## src/verilog/stls_pkg.sv

```systemverilog
package stls_pkg;
   // limits are whole percent of rated torque
   localparam int               LIM_W          = 10;
   localparam logic [LIM_W-1:0] LIM_RANGE_MAX  = 10'h12c;
   localparam logic [LIM_W-1:0] LIM_DEFAULT    = 10'h12c;
   localparam int               AIN_W          = 16;
   localparam int               TC_W           = 4;
   localparam int               FILT_FRAC      = 8;
   localparam int               SCALE_SHIFT    = 10;
   localparam logic [15:0]      SCALE_DEFAULT  = 16'h001e;
   localparam logic [2:0]       SEL_DEFAULT    = 3'h1;
   localparam int               NUM_PINS       = 10;
   localparam int               PIN_IDX_W      = 4;

   // apb register byte offsets
   localparam int               ADDR_W         = 8;
   localparam logic [ADDR_W-1:0] OFS_SELECT     = 8'h00;
   localparam logic [ADDR_W-1:0] OFS_FIRST      = 8'h04;
   localparam logic [ADDR_W-1:0] OFS_SECOND     = 8'h08;
   localparam logic [ADDR_W-1:0] OFS_RATE12     = 8'h0c;
   localparam logic [ADDR_W-1:0] OFS_RATE21     = 8'h10;
   localparam logic [ADDR_W-1:0] OFS_FWD_EXT    = 8'h14;
   localparam logic [ADDR_W-1:0] OFS_REV_EXT    = 8'h18;
   localparam logic [ADDR_W-1:0] OFS_SCALE      = 8'h1c;
   localparam logic [ADDR_W-1:0] OFS_AIN2_OFS   = 8'h20;
   localparam logic [ADDR_W-1:0] OFS_AIN2_TC    = 8'h24;
   localparam logic [ADDR_W-1:0] OFS_AIN3_OFS   = 8'h28;
   localparam logic [ADDR_W-1:0] OFS_AIN3_TC    = 8'h2c;
   localparam logic [ADDR_W-1:0] OFS_PAIR_MAX   = 8'h30;
   localparam logic [ADDR_W-1:0] OFS_SW_MAP     = 8'h34;
   localparam logic [ADDR_W-1:0] OFS_STATUS     = 8'h38;

   // field positions
   localparam int MAP_INV_BIT    = 4;
   localparam int MAP_EN_BIT     = 5;
   localparam int STAT_REV_LSB   = 16;
   localparam int STAT_BUSY_BIT  = 26;
   localparam int STAT_SW_BIT    = 27;
   localparam int STAT_ACT_BIT   = 28;

   // selection settings
   localparam logic [2:0] SEL_ANALOG_BIPOLAR  = 3'h0;
   localparam logic [2:0] SEL_FIRST_BOTH      = 3'h1;
   localparam logic [2:0] SEL_FIRST_SECOND    = 3'h2;
   localparam logic [2:0] SEL_SWITCHED        = 3'h3;
   localparam logic [2:0] SEL_ANALOG_UNIPOLAR = 3'h4;
   localparam logic [2:0] SEL_ANALOG_FWD_BOTH = 3'h5;
   localparam logic [2:0] SEL_SWITCH_EXT      = 3'h6;

   // control modes
   localparam logic [1:0] CTRL_POSITION     = 2'h0;
   localparam logic [1:0] CTRL_SPEED        = 2'h1;
   localparam logic [1:0] CTRL_TORQUE       = 2'h2;
   localparam logic [1:0] CTRL_FULLY_CLOSED = 2'h3;

   // timing
   localparam int CLK_PERIOD_NS      = 25;
   localparam int RAMP_TICK_NS       = 1000000;
   localparam int RAMP_TICK_CYCLES   = RAMP_TICK_NS / CLK_PERIOD_NS;
   localparam int FILTER_TICK_NS     = 10000;
   localparam int FILTER_TICK_CYCLES = FILTER_TICK_NS / CLK_PERIOD_NS;

   typedef struct packed {
      logic [LIM_W-1:0] fwd;
      logic [LIM_W-1:0] rev;
   } stls_limits_t;

   typedef enum logic {
      RAMP_IDLE = 1'b0,
      RAMP_RUN  = 1'b1
   } stls_ramp_state_t;
endpackage : stls_pkg

```

## src/verilog/stls_lag_filter.sv

```systemverilog
`timescale 1ns/1ps
module stls_lag_filter (
   input  wire logic                               pclk,
   input  wire logic                               presetn,
   input  wire logic                               tick,
   input  wire logic signed [stls_pkg::AIN_W-1:0]  sample,
   input  wire logic signed [stls_pkg::AIN_W-1:0]  offset,
   input  wire logic        [stls_pkg::TC_W-1:0]   tc,
   output logic signed      [stls_pkg::AIN_W-1:0]  filtered
);
   import stls_pkg::*;
   localparam int ACC_W = AIN_W + FILT_FRAC;

   logic signed [AIN_W:0]   diff;
   logic signed [AIN_W-1:0] adj;
   logic signed [ACC_W-1:0] acc;
   logic signed [ACC_W:0]   err;
   logic signed [ACC_W:0]   step;
   logic signed [ACC_W:0]   sum;

   // offset removal, saturated so a large offset cannot wrap
   always_comb begin
      diff = {sample[AIN_W-1], sample} - {offset[AIN_W-1], offset};
      if (diff[AIN_W] != diff[AIN_W-1]) begin
         adj = diff[AIN_W] ? {1'b1, {(AIN_W-1){1'b0}}} : {1'b0, {(AIN_W-1){1'b1}}};
      end else begin
         adj = diff[AIN_W-1:0];
      end
   end

   // shift-based lag keeps it multiplier free; the time constant is two to the power tc
   always_comb begin
      err  = {adj[AIN_W-1], adj, {FILT_FRAC{1'b0}}} - {acc[ACC_W-1], acc};
      step = err >>> tc;
      sum  = {acc[ACC_W-1], acc} + step;
   end

   always_ff @(posedge pclk or negedge presetn) begin
      if (!presetn) begin
         acc <= '0;
      end else if (tick) begin
         acc <= sum[ACC_W-1:0];
      end
   end

   assign filtered = acc[ACC_W-1 -: AIN_W];
endmodule : stls_lag_filter

```

## src/verilog/stls_top.sv

```systemverilog
// Operation
// mode 0: analog fwd positive, rev negative
// mode 1: first stored limit both ways
// mode 2: first forward, second reverse
// mode 3: switch picks first or second
// mode 4: both analog inputs, positive span
// mode 5: forward analog input limits both
// mode 6: stored pair or external pair
// torque control must select first limit; not enforced here, left to the host
// feed-forward limit only speed, modes 1-3
// ramping only in mode 3
// first to second uses first rate
// second to first uses second rate
// ramp direction follows limit magnitudes
// rewriting stored limit skips ramp
// limits 0 to 300, default 300
// pairing cap replaces 300 maximum
// analog voltage times scale gives limit
// analog inputs offset then lag filtered
// network supplies external limits
// switch input mapped to pin, polarity
// every source clamped to pairing cap
//
// Decided for this implementation: the APB register port and the register offsets.
`timescale 1ns/1ps
module stls_top #(
   parameter int RAMP_TICK_CYCLES = stls_pkg::RAMP_TICK_CYCLES
) (
   input  wire logic                                pclk,
   input  wire logic                                presetn,
   input  wire logic        [stls_pkg::ADDR_W-1:0]  paddr,
   input  wire logic                                psel,
   input  wire logic                                penable,
   input  wire logic                                pwrite,
   input  wire logic        [31:0]                  pwdata,
   output logic             [31:0]                  prdata,
   output logic                                     pready,
   output logic                                     pslverr,
   input  wire logic signed [stls_pkg::AIN_W-1:0]   forward_analog_limit_input,
   input  wire logic signed [stls_pkg::AIN_W-1:0]   reverse_analog_limit_input,
   input  wire logic        [stls_pkg::NUM_PINS-1:0] control_pins,
   input  wire logic        [1:0]                   control_mode,
   input  wire logic                                torque_ff_select,
   output stls_pkg::stls_limits_t                   limits,
   output logic                                     limit_enforced
);
   import stls_pkg::*;
   localparam int TICK_W = $clog2(RAMP_TICK_CYCLES);
   localparam int FTICK_W = $clog2(FILTER_TICK_CYCLES);

   logic             [2:0]        limit_source_select;
   logic             [LIM_W-1:0]  first_stored_limit;
   logic             [LIM_W-1:0]  second_stored_limit;
   logic             [LIM_W-1:0]  rate_first_to_second;
   logic             [LIM_W-1:0]  rate_second_to_first;
   logic             [LIM_W-1:0]  forward_external_limit;
   logic             [LIM_W-1:0]  reverse_external_limit;
   logic             [15:0]       analog_limit_scale;
   logic signed      [AIN_W-1:0]  ain2_offset;
   logic             [TC_W-1:0]   ain2_filter_time_constant;
   logic signed      [AIN_W-1:0]  ain3_offset;
   logic             [TC_W-1:0]   ain3_filter_time_constant;
   logic             [LIM_W-1:0]  pairing_max_limit;
   logic             [5:0]        switch_map;
   logic signed      [AIN_W-1:0]  fwd_ain_meta, fwd_ain_s;
   logic signed      [AIN_W-1:0]  rev_ain_meta, rev_ain_s;
   logic             [NUM_PINS-1:0] pins_meta, pins_s;
   logic signed      [AIN_W-1:0]  ain2_filt, ain3_filt;
   logic             [FTICK_W-1:0] ftick_cnt;
   logic                          ftick;
   logic             [TICK_W-1:0] rtick_cnt;
   logic                          rtick;
   logic                          wr_en, rd_setup, addr_ok;
   logic             [31:0]       read_word;
   logic                          snap_pending;
   logic                          limit_switch_input;
   logic             [LIM_W-1:0]  cap, first_c, second_c, target, rate;
   logic             [LIM_W-1:0]  ramp_val;
   stls_ramp_state_t              ramp_state;
   logic             [LIM_W-1:0]  ana_fwd_pos, ana_rev_pos, ana_rev_neg;
   stls_limits_t                  next_limits;
   logic                          next_enforced;

   // analog samples and pins come from outside, two flops each
   always_ff @(posedge pclk or negedge presetn) begin
      if (!presetn) begin
         fwd_ain_meta <= '0;
         fwd_ain_s    <= '0;
         rev_ain_meta <= '0;
         rev_ain_s    <= '0;
         pins_meta    <= '0;
         pins_s       <= '0;
      end else begin
         fwd_ain_meta <= forward_analog_limit_input;
         fwd_ain_s    <= fwd_ain_meta;
         rev_ain_meta <= reverse_analog_limit_input;
         rev_ain_s    <= rev_ain_meta;
         pins_meta    <= control_pins;
         pins_s       <= pins_meta;
      end
   end

   // apb decode; zero wait states
   assign pready   = psel & penable;
   assign wr_en    = psel & penable & pwrite;
   assign rd_setup = psel & ~penable;

   always_comb begin
      read_word = '0;
      addr_ok   = 1'b1;
      case (paddr)
         OFS_SELECT:   read_word[2:0]        = limit_source_select;
         OFS_FIRST:    read_word[LIM_W-1:0]  = first_stored_limit;
         OFS_SECOND:   read_word[LIM_W-1:0]  = second_stored_limit;
         OFS_RATE12:   read_word[LIM_W-1:0]  = rate_first_to_second;
         OFS_RATE21:   read_word[LIM_W-1:0]  = rate_second_to_first;
         OFS_FWD_EXT:  read_word[LIM_W-1:0]  = forward_external_limit;
         OFS_REV_EXT:  read_word[LIM_W-1:0]  = reverse_external_limit;
         OFS_SCALE:    read_word[15:0]       = analog_limit_scale;
         OFS_AIN2_OFS: read_word[AIN_W-1:0]  = ain2_offset;
         OFS_AIN2_TC:  read_word[TC_W-1:0]   = ain2_filter_time_constant;
         OFS_AIN3_OFS: read_word[AIN_W-1:0]  = ain3_offset;
         OFS_AIN3_TC:  read_word[TC_W-1:0]   = ain3_filter_time_constant;
         OFS_PAIR_MAX: read_word[LIM_W-1:0]  = pairing_max_limit;
         OFS_SW_MAP:   read_word[5:0]        = switch_map;
         OFS_STATUS: begin
            read_word[LIM_W-1:0]                  = limits.fwd;
            read_word[STAT_REV_LSB +: LIM_W]      = limits.rev;
            read_word[STAT_BUSY_BIT]              = ramp_state == RAMP_RUN;
            read_word[STAT_SW_BIT]                = limit_switch_input;
            read_word[STAT_ACT_BIT]               = limit_enforced;
         end
         default: addr_ok = 1'b0;
      endcase
   end

   // read data and error are captured in setup so they stand in access
   always_ff @(posedge pclk or negedge presetn) begin
      if (!presetn) begin
         prdata  <= '0;
         pslverr <= 1'b0;
      end else if (rd_setup) begin
         prdata  <= pwrite ? 32'h0000_0000 : read_word;
         pslverr <= ~addr_ok | (pwrite & (paddr == OFS_STATUS));
      end
   end

   // configuration writes; stored limits saturate at the range top
   always_ff @(posedge pclk or negedge presetn) begin
      if (!presetn) begin
         limit_source_select       <= SEL_DEFAULT;
         first_stored_limit        <= LIM_DEFAULT;
         second_stored_limit       <= LIM_DEFAULT;
         rate_first_to_second      <= '0;
         rate_second_to_first      <= '0;
         forward_external_limit    <= LIM_DEFAULT;
         reverse_external_limit    <= LIM_DEFAULT;
         analog_limit_scale        <= SCALE_DEFAULT;
         ain2_offset               <= '0;
         ain2_filter_time_constant <= '0;
         ain3_offset               <= '0;
         ain3_filter_time_constant <= '0;
         pairing_max_limit         <= LIM_RANGE_MAX;
         switch_map                <= '0;
      end else if (wr_en) begin
         case (paddr)
            OFS_SELECT:   limit_source_select       <= pwdata[2:0];
            OFS_FIRST:    first_stored_limit        <= sat_lim(pwdata);
            OFS_SECOND:   second_stored_limit       <= sat_lim(pwdata);
            OFS_RATE12:   rate_first_to_second      <= sat_lim(pwdata);
            OFS_RATE21:   rate_second_to_first      <= sat_lim(pwdata);
            OFS_FWD_EXT:  forward_external_limit    <= sat_lim(pwdata);
            OFS_REV_EXT:  reverse_external_limit    <= sat_lim(pwdata);
            OFS_SCALE:    analog_limit_scale        <= pwdata[15:0];
            OFS_AIN2_OFS: ain2_offset               <= pwdata[AIN_W-1:0];
            OFS_AIN2_TC:  ain2_filter_time_constant <= pwdata[TC_W-1:0];
            OFS_AIN3_OFS: ain3_offset               <= pwdata[AIN_W-1:0];
            OFS_AIN3_TC:  ain3_filter_time_constant <= pwdata[TC_W-1:0];
            OFS_PAIR_MAX: pairing_max_limit         <= sat_lim(pwdata);
            OFS_SW_MAP:   switch_map                <= pwdata[5:0];
            default: ;
         endcase
      end
   end

   // a stored-limit rewrite makes the ramp jump one cycle later
   always_ff @(posedge pclk or negedge presetn) begin
      if (!presetn) begin
         snap_pending <= 1'b0;
      end else begin
         snap_pending <= wr_en & ((paddr == OFS_FIRST) | (paddr == OFS_SECOND));
      end
   end

   function automatic logic [LIM_W-1:0] sat_lim(input logic [31:0] v);
      sat_lim = (v > 32'(LIM_RANGE_MAX)) ? LIM_RANGE_MAX : v[LIM_W-1:0];
   endfunction : sat_lim

   function automatic logic [LIM_W-1:0] clamp(input logic [LIM_W-1:0] v,
                                              input logic [LIM_W-1:0] c);
      clamp = (v > c) ? c : v;
   endfunction : clamp

   // voltage magnitude times gain, capped so wide products cannot wrap
   function automatic logic [LIM_W-1:0] to_limit(input logic [AIN_W-1:0] mag,
                                                 input logic [15:0]      gain,
                                                 input logic [LIM_W-1:0] c);
      logic [31:0] prod;
      prod     = 32'(mag) * 32'(gain);
      prod     = prod >> SCALE_SHIFT;
      to_limit = (prod > 32'(c)) ? c : prod[LIM_W-1:0];
   endfunction : to_limit

   // switch input: any pin, optional inversion for break contacts
   always_comb begin
      limit_switch_input = 1'b0;
      if (switch_map[MAP_EN_BIT] && (switch_map[PIN_IDX_W-1:0] < PIN_IDX_W'(NUM_PINS))) begin
         limit_switch_input = pins_s[switch_map[PIN_IDX_W-1:0]] ^ switch_map[MAP_INV_BIT];
      end
   end

   // filter sample tick
   always_ff @(posedge pclk or negedge presetn) begin
      if (!presetn) begin
         ftick_cnt <= '0;
         ftick     <= 1'b0;
      end else begin
         ftick     <= ftick_cnt == FTICK_W'(FILTER_TICK_CYCLES - 1);
         ftick_cnt <= (ftick_cnt == FTICK_W'(FILTER_TICK_CYCLES - 1)) ? '0 : ftick_cnt + 1'b1;
      end
   end

   // forward input is analog input 2, reverse is analog input 3
   stls_lag_filter u_ain2 (
      .pclk     (pclk),
      .presetn  (presetn),
      .tick     (ftick),
      .sample   (fwd_ain_s),
      .offset   (ain2_offset),
      .tc       (ain2_filter_time_constant),
      .filtered (ain2_filt)
   );

   stls_lag_filter u_ain3 (
      .pclk     (pclk),
      .presetn  (presetn),
      .tick     (ftick),
      .sample   (rev_ain_s),
      .offset   (ain3_offset),
      .tc       (ain3_filter_time_constant),
      .filtered (ain3_filt)
   );

   // cap and clamped sources; the pairing cap never exceeds 300
   always_comb begin
      cap      = clamp(pairing_max_limit, LIM_RANGE_MAX);
      first_c  = clamp(first_stored_limit, cap);
      second_c = clamp(second_stored_limit, cap);
      target   = limit_switch_input ? second_c : first_c;
      rate     = limit_switch_input ? rate_first_to_second
                                    : rate_second_to_first;
      ana_fwd_pos = to_limit(ain2_filt[AIN_W-1] ? '0 : ain2_filt,
                             analog_limit_scale, cap);
      ana_rev_pos = to_limit(ain3_filt[AIN_W-1] ? '0 : ain3_filt,
                             analog_limit_scale, cap);
      ana_rev_neg = to_limit(ain3_filt[AIN_W-1] ? AIN_W'(-ain3_filt) : '0,
                             analog_limit_scale, cap);
   end

   // ramp tick
   always_ff @(posedge pclk or negedge presetn) begin
      if (!presetn) begin
         rtick_cnt <= '0;
         rtick     <= 1'b0;
      end else begin
         rtick     <= rtick_cnt == TICK_W'(RAMP_TICK_CYCLES - 1);
         rtick_cnt <= (rtick_cnt == TICK_W'(RAMP_TICK_CYCLES - 1)) ? '0 : rtick_cnt + 1'b1;
      end
   end

   // ramp follows target; rate zero means one jump to target at the next ramp tick
   always_ff @(posedge pclk or negedge presetn) begin
      if (!presetn) begin
         ramp_val   <= LIM_DEFAULT;
         ramp_state <= RAMP_IDLE;
      end else if (limit_source_select != SEL_SWITCHED || snap_pending) begin
         ramp_val   <= target;
         ramp_state <= RAMP_IDLE;
      end else begin
         case (ramp_state)
            RAMP_IDLE: begin
               if (ramp_val != target) begin
                  ramp_state <= RAMP_RUN;
               end
            end
            RAMP_RUN: begin
               if (ramp_val == target) begin
                  ramp_state <= RAMP_IDLE;
               end else if (rtick) begin
                  if (rate == '0) begin
                     ramp_val <= target;
                  end else if (ramp_val < target) begin
                     ramp_val <= (target - ramp_val <= rate) ? target : ramp_val + rate;
                  end else begin
                     ramp_val <= (ramp_val - target <= rate) ? target : ramp_val - rate;
                  end
               end
            end
            default: ramp_state <= RAMP_IDLE;
         endcase
      end
   end

   // source selection per setting; unknown settings fall back to first
   always_comb begin
      next_limits = '{fwd: first_c, rev: first_c};
      case (limit_source_select)
         SEL_ANALOG_BIPOLAR:  next_limits = '{fwd: ana_fwd_pos, rev: ana_rev_neg};
         SEL_FIRST_BOTH:      next_limits = '{fwd: first_c, rev: first_c};
         SEL_FIRST_SECOND:    next_limits = '{fwd: first_c, rev: second_c};
         SEL_SWITCHED: begin
            next_limits.fwd = clamp(ramp_val, cap);
            next_limits.rev = clamp(ramp_val, cap);
         end
         SEL_ANALOG_UNIPOLAR: next_limits = '{fwd: ana_fwd_pos, rev: ana_rev_pos};
         SEL_ANALOG_FWD_BOTH: next_limits = '{fwd: ana_fwd_pos, rev: ana_fwd_pos};
         SEL_SWITCH_EXT: begin
            if (limit_switch_input) begin
               next_limits.fwd = clamp(forward_external_limit, cap);
               next_limits.rev = clamp(reverse_external_limit, cap);
            end else begin
               next_limits = '{fwd: first_c, rev: second_c};
            end
         end
         default: next_limits = '{fwd: first_c, rev: first_c};
      endcase
   end

   // torque control relies on the host selecting the first limit
   always_comb begin
      next_enforced = 1'b1;
      if (torque_ff_select) begin
         next_enforced = (control_mode == CTRL_SPEED) &&
                         (limit_source_select >= SEL_FIRST_BOTH) &&
                         (limit_source_select <= SEL_SWITCHED);
      end
   end

   always_ff @(posedge pclk or negedge presetn) begin
      if (!presetn) begin
         limits         <= '{fwd: LIM_DEFAULT, rev: LIM_DEFAULT};
         limit_enforced <= 1'b1;
      end else begin
         limits         <= next_limits;
         limit_enforced <= next_enforced;
      end
   end
endmodule : stls_top

```

## config.mk

```make
export PLATFORM = sky130hd
export DESIGN_NAME = stls_top
export DESIGN_NICKNAME = d
export VERILOG_FILES = /design/src/verilog/stls_pkg.sv /design/src/verilog/stls_lag_filter.sv /design/src/verilog/stls_top.sv
export SDC_FILE = /design/constraint.sdc
export NUM_CORES = 2
export LEC_CHECK = 0
export BUFFER_PORTS_ARGS = -buffer_cell sky130_fd_sc_hd__buf_2
export CAP_MARGIN = 20
export CELL_PAD_IN_SITES_DETAIL_PLACEMENT = 0
export CELL_PAD_IN_SITES_GLOBAL_PLACEMENT = 1
export CORE_MARGIN = 2
export CORE_UTILIZATION = 28
export DETAILED_ROUTE_END_ITERATION = 10
export PLACE_DENSITY_LB_ADDON = 0.1
export SYNTH_ARGS = -nofsm -noshare
export SYNTH_HDL_FRONTEND = slang
export SYNTH_SLANG_ARGS = --single-unit
export TNS_END_PERCENT = 20
```

## constraint.sdc

```tcl
create_clock -name pclk -period 26.6 [get_ports pclk]
set_clock_uncertainty 0.1 [all_clocks]
set_input_delay 3.99 -clock pclk [delete_from_list [all_inputs] [get_ports pclk]]
set_output_delay 3.99 -clock pclk [all_outputs]
set_load 0.01 [all_outputs]
```

# --- Word-level counts from Yosys, hierarchy flattened ---
# Cells that the tools add are included.
totals:
  ram_bits: 0
  romBits: 0
  in_bits: 90
  output_inout_bits: 55
  reg_bits: 360
  latchBits: 0
  n_memories: 0
op_classes:
  shift: 2
  eq_ne: 28
  add_sub_neg: 13
  reduce_logical: 25
  div: 0
  n_mux: 47
  multipliers: 3
  bitwise_logic: 11
  order_cmp: 17
ops:
  columns: ["cell", "n"]
  rows:
  - ["two-way mux 10 bit", 20]
  - ["one-hot mux 20 bit (6 select lines)", 1]
  - ["two-way mux 16 bit", 6]
  - ["multiplier 15 x 16 -> 31 bit", 2]
  - ["equality test 8 x 6 -> 1 bit (second input constant)", 7]
  - ["greater-than comparator 10 bit", 5]
  - [">>> shifter 25 x 4 -> 24 bit", 2]
  - ["subtractor 24 x 24 -> 25 bit", 2]
  - ["adder 24 bit", 2]
  - ["one-hot mux 3 bit (15 select lines)", 1]
  - ["one-hot mux 4 bit (11 select lines)", 1]
  - ["greater-than comparator 21 x 10 -> 1 bit", 2]
  - ["subtractor 16 x 16 -> 17 bit", 2]
  - ["equality test 8 x 5 -> 1 bit (second input constant)", 4]
  - ["greater-than comparator 32 x 9 -> 1 bit (second input constant)", 1]
  - ["multiplier 16 x 16 -> 32 bit", 1]
  - ["two-way mux 15 bit", 2]
  - ["subtractor 10 bit", 3]
  - ["two-way mux 29 bit", 1]
  - ["AND reduction 2 bit", 14]
  - ["one-hot mux 2 bit (12 select lines)", 1]
  - ["greater-than comparator 22 x 10 -> 1 bit", 1]
  - ["<= comparator 10 bit", 2]
  - ["two-way mux 20 bit", 1]
  - ["41 further kinds", 62]

# --- Depth between registers and ports, before layout ---
depth:
  ltp_word: 14
  ltp_mapped: 43
  mapped_depth_nobuf: 42

# --- Hierarchy ---
# From an unflattened synthesis, not the netlist that was laid out.
unflattened:
  cells_unflattened: 6088
  hier_area_um2: 52932.0
by_module_without_submodules:
  columns: ["mod", "n_inst", "area_each_um2", "cells_per_inst", "seq_area_each_um2"]
  rows:
  - ["stls_top", 1, 42354.4, 4688, 7780.0]
  - ["stls_lag_filter (u_ain3)", 1, 5381.4, 700, 600.6]
  - ["stls_lag_filter (u_ain2)", 1, 5196.2, 700, 600.6]

# --- Worst setup path before layout ---
# OpenSTA, ideal clock, no wires.
synth_timing:
  path_kind: "reg2reg"
  start: "register u_ain3.acc[11]"
  end: "register limits[4] (netlist name)"
  t_arrival_ns: 8.775
  n_path_buf: 2
  slack_ns: 17.587
  stages_incl_launch_ff: 38
  required_ns: 26.362
  cell_sequence: "dfrtp_1 -> inv_1 -> nand4_1 -> nor4_1 -> nand2_1 -> nor3_1 -> xnor2_1 -> and2_1 -> clkbuf_1 -> nand2_1 -> fa_1 -> fa_1 -> inv_1 -> fa_1 -> fa_1 -> fa_1 -> inv_1 -> fa_1 -> (+2 left out) -> buf_2 -> a21oi_1 -> o21a_1 -> nand2_1 -> a21oi_1 -> xnor2_1 -> ha_1 -> nand3_1 -> nor3_1 -> nor2_1 -> a2111oi_0 -> nand3_1 -> a2111oi_2 -> o2111ai_1 -> nor2_1 -> nor2_2 -> a221oi_1 -> a32oi_1"
synth_lines:
  columns: ["item", "line_no", "source"]
  rows:
  - ["start: declaration", "stls_lag_filter.sv:16", "logic signed [ACC_W-1:0] acc;"]
  - ["start signal: assignment", "stls_lag_filter.sv:42", "acc <= sum[ACC_W-1:0];"]
  - ["end signal: assignment", "stls_top.sv:351", "limits <= '{fwd: LIM_DEFAULT, rev: LIM_DEFAULT};"]
  - ["end signal: assignment", "stls_top.sv:354", "limits <= next_limits;"]
  - ["end: declaration", "stls_top.sv:44", "output stls_pkg::stls_limits_t limits,"]

==> results.cfg <==
[run_status]
status = finished clean

[clock_tree]
cts_tree = done
holdBufCountCts = 0
cts_setup_buffers = 0
cts_sinks = 357
cts.repair.resized = 0
clk_path_buf_depth = 3
cts_root_buf = clkbuf_16
htreeDepth = 2
numCtsBuffers = 43
clk_pin_slew_worst_paths_ps = 70
clock_latency_ps = 640

[run]
drv_cap = 0

[routing]
post-route-drc-count = 0
wl_um = 205000
routedWlPerCell_um = 24.4
drt_iter0_drc = 2721
ant_nets = 0
vias = 42800
first_pass_iters = 8
viasPerCell = 5.09

[grt]
grt_pass1_vias = 44800
antenna_found_initial = 11
overflow = 0
grt_pass1_wl_um = 307000
grt_max_degree = 84
grt.total_usage = 0.220

[timing]
relSlewSlack = 0.157
hold_viol = 0
finalCriticalPeriod_ps = 12290
setup_tns_ps = 0
rsz0062_at_grt = false
timing.hold.ws_ps = 246
post-route-period-util = 0.462
max_freq_mhz = 81.4
setup_ws_ps = 14310
slew_viol_final = 0
setup_violations = 0
worst_pin_slew_ps = 1260

[synthesis]
synth_top_area_cell = fa_1
synth_seq_cells = 357
synth_edf_count = 0
synth.distinct_cells = 96
seq_area_frac_synth = 0.174
synthArstFlopShare = 1.00
syn_inst = 5885
synth_warnings = 0
syn_area_um2 = 51500
synth_area_leaders = fa_1, dfrtp_1, ha_1
ys.flop_type = dfrtp_1
avgSynthCellArea_um2 = 8.75
synth.top_cell.area_share = 0.217

[floorplanning]
dieWidth_um = 433
fp-row-count = 157
core_area_um2 = 183000
dieHeight_um = 433
die-area_um2 = 187000
initial_core_util = 0.281
ioPinCount = 145

[setup_path]
end_kind = flop
crit_slowest_cell = xnor2_1
path_max_fanout = 13
crit_path_start_kind = flop
crit_type = flop to flop
cp.required_ps = 26970
critPathMaxStageDelay_ps = 750
crit_top_cell = ha_1
crit_arrival_ps = 12660

[place]
dpl.cell_count = 8320
dpl.hpwl_um = 163000
dp_slack_ps = 14450
port_buffers = 141
globalplace.congestion = 0.875

[pwr]
powerDensity_nw_per_um2 = 30.0
p_leak_uw = 0.0281
peakVddDrop_uv = 46.2

[finish]
final_common_cell = inv_1
layout.nets = 7092
drive_gt1_frac = 0.0970
area_delta_synth_final_pct = 10.0
instances_no_fill = 8407
layout_common_cells = inv_1, nand2_1, fa_1

[min_path]
min_path_type = flop to flop
where the power goes:
| part | leakage, µW | switching [µW] | total [µW] | internal (µW) |
|---|---|---|---|---|
| combinational | 0.0228 | 307 | 496 | 189 |
| sequential | 0.00459 | 11.1 | 565 | 554 |
| clock | 0.000710 | 288 | 638 | 349 |
cells in the mapped netlist, drive strengths merged, types with 38 or more instances:
master and instances:
nor3 73, and3 331, fa 559, xnor2 112, inv 822, xor2 75, a21o 96, clkbuf 278
and2 76, dfstp 38, nand4 39, ha 541, a21oi 268, nor2b 42, mux2 97, mux2i 135
nand2 676, nand3 74, nor2 288, dfrtp 319, o21ai 278, a211oi 54, a22o 40, o21a 39
worst max-delay path: cells and delay by family (launching register included):
| kind | cells | cell delay [ps] |
|---|---|---|
| adder cells (fa/ha/maj) | 9 | 3670 |
| XOR/XNOR | 2 | 1210 |
| buffers and inverters | 4 | 530 |
| flip-flops | 1 | 690 |
| AO/OA/AOI/OAI | 13 | 4030 |
| AND/OR/NAND/NOR | 7 | 1920 |
metrics by stage:
step                instance area [µm²]  total power [µW]  utilization
floorplan                         51500               917            -
global placement                  55100              1070        0.301
detailed placement                55100              1070        0.301
CTS                               56600              1720        0.309
global route                      56600              1790        0.310
finish                            56600              1700        0.310
state kept, by name (all words and copies together) (netlist names), 16 cells and up:
register,count
u_ain2.acc,24
rtick_cnt,16
prdata,29
fwd_ain_s,16
limits,20
fwd_ain_meta,16
rev_ain_meta,16
rev_ain_s,16
analog_limit_scale,16
ain2_offset,16
u_ain3.acc,24
ain3_offset,16
per-layer routing:
layer | GRT usage | vias up | part of all wire
met5 | 0 | - | 0
met4 | 0.0434 | 0 | 0.020
met3 | 0.0154 | 156 | 0.035
met2 | 0.365 | 886 | 0.47
met1 | 0.312 | 21800 | 0.48
li1 | - | 19900 | -
worst paths after layout:
check	start	to	slack, ps	depth (start not counted)
min	rev_ain_meta[5]	rev_ain_s[5]	250	0
min reg2reg	rev_ain_meta[5]	rev_ain_s[5]	250	0
max in group asynchronous	presetn	ramp_val[1]	20950	3
max	u_ain3.acc[9]	limits[4]	14310	35
min in group asynchronous	presetn	ftick_cnt[8]	3240	1
max reg2reg	u_ain3.acc[9]	limits[4]	14310	35
logic make-up after synthesis:
kind of cell	synth area share
AOI/OAI and AO/OA	0.145
xor gates and xnor gates	0.0320
adders and majority gates	0.349
buffers and inverters	0.0833
DFF	0.174
muxes	0.0518
other	0.000146
and+or+nand+nor	0.164
layout make-up:
class,count,area (µm²)
clock buffers,48,1100
diodes,7,17.5
inverters,824,3090
well taps,2464,3080
repair buffers,271,1700
clock inverters,31,372
flip-flops and latches,357,9000
fillers,19400,126000
multi-input cells,4405,38300
No activity file was read; power rests on OpenSTA's default activity.
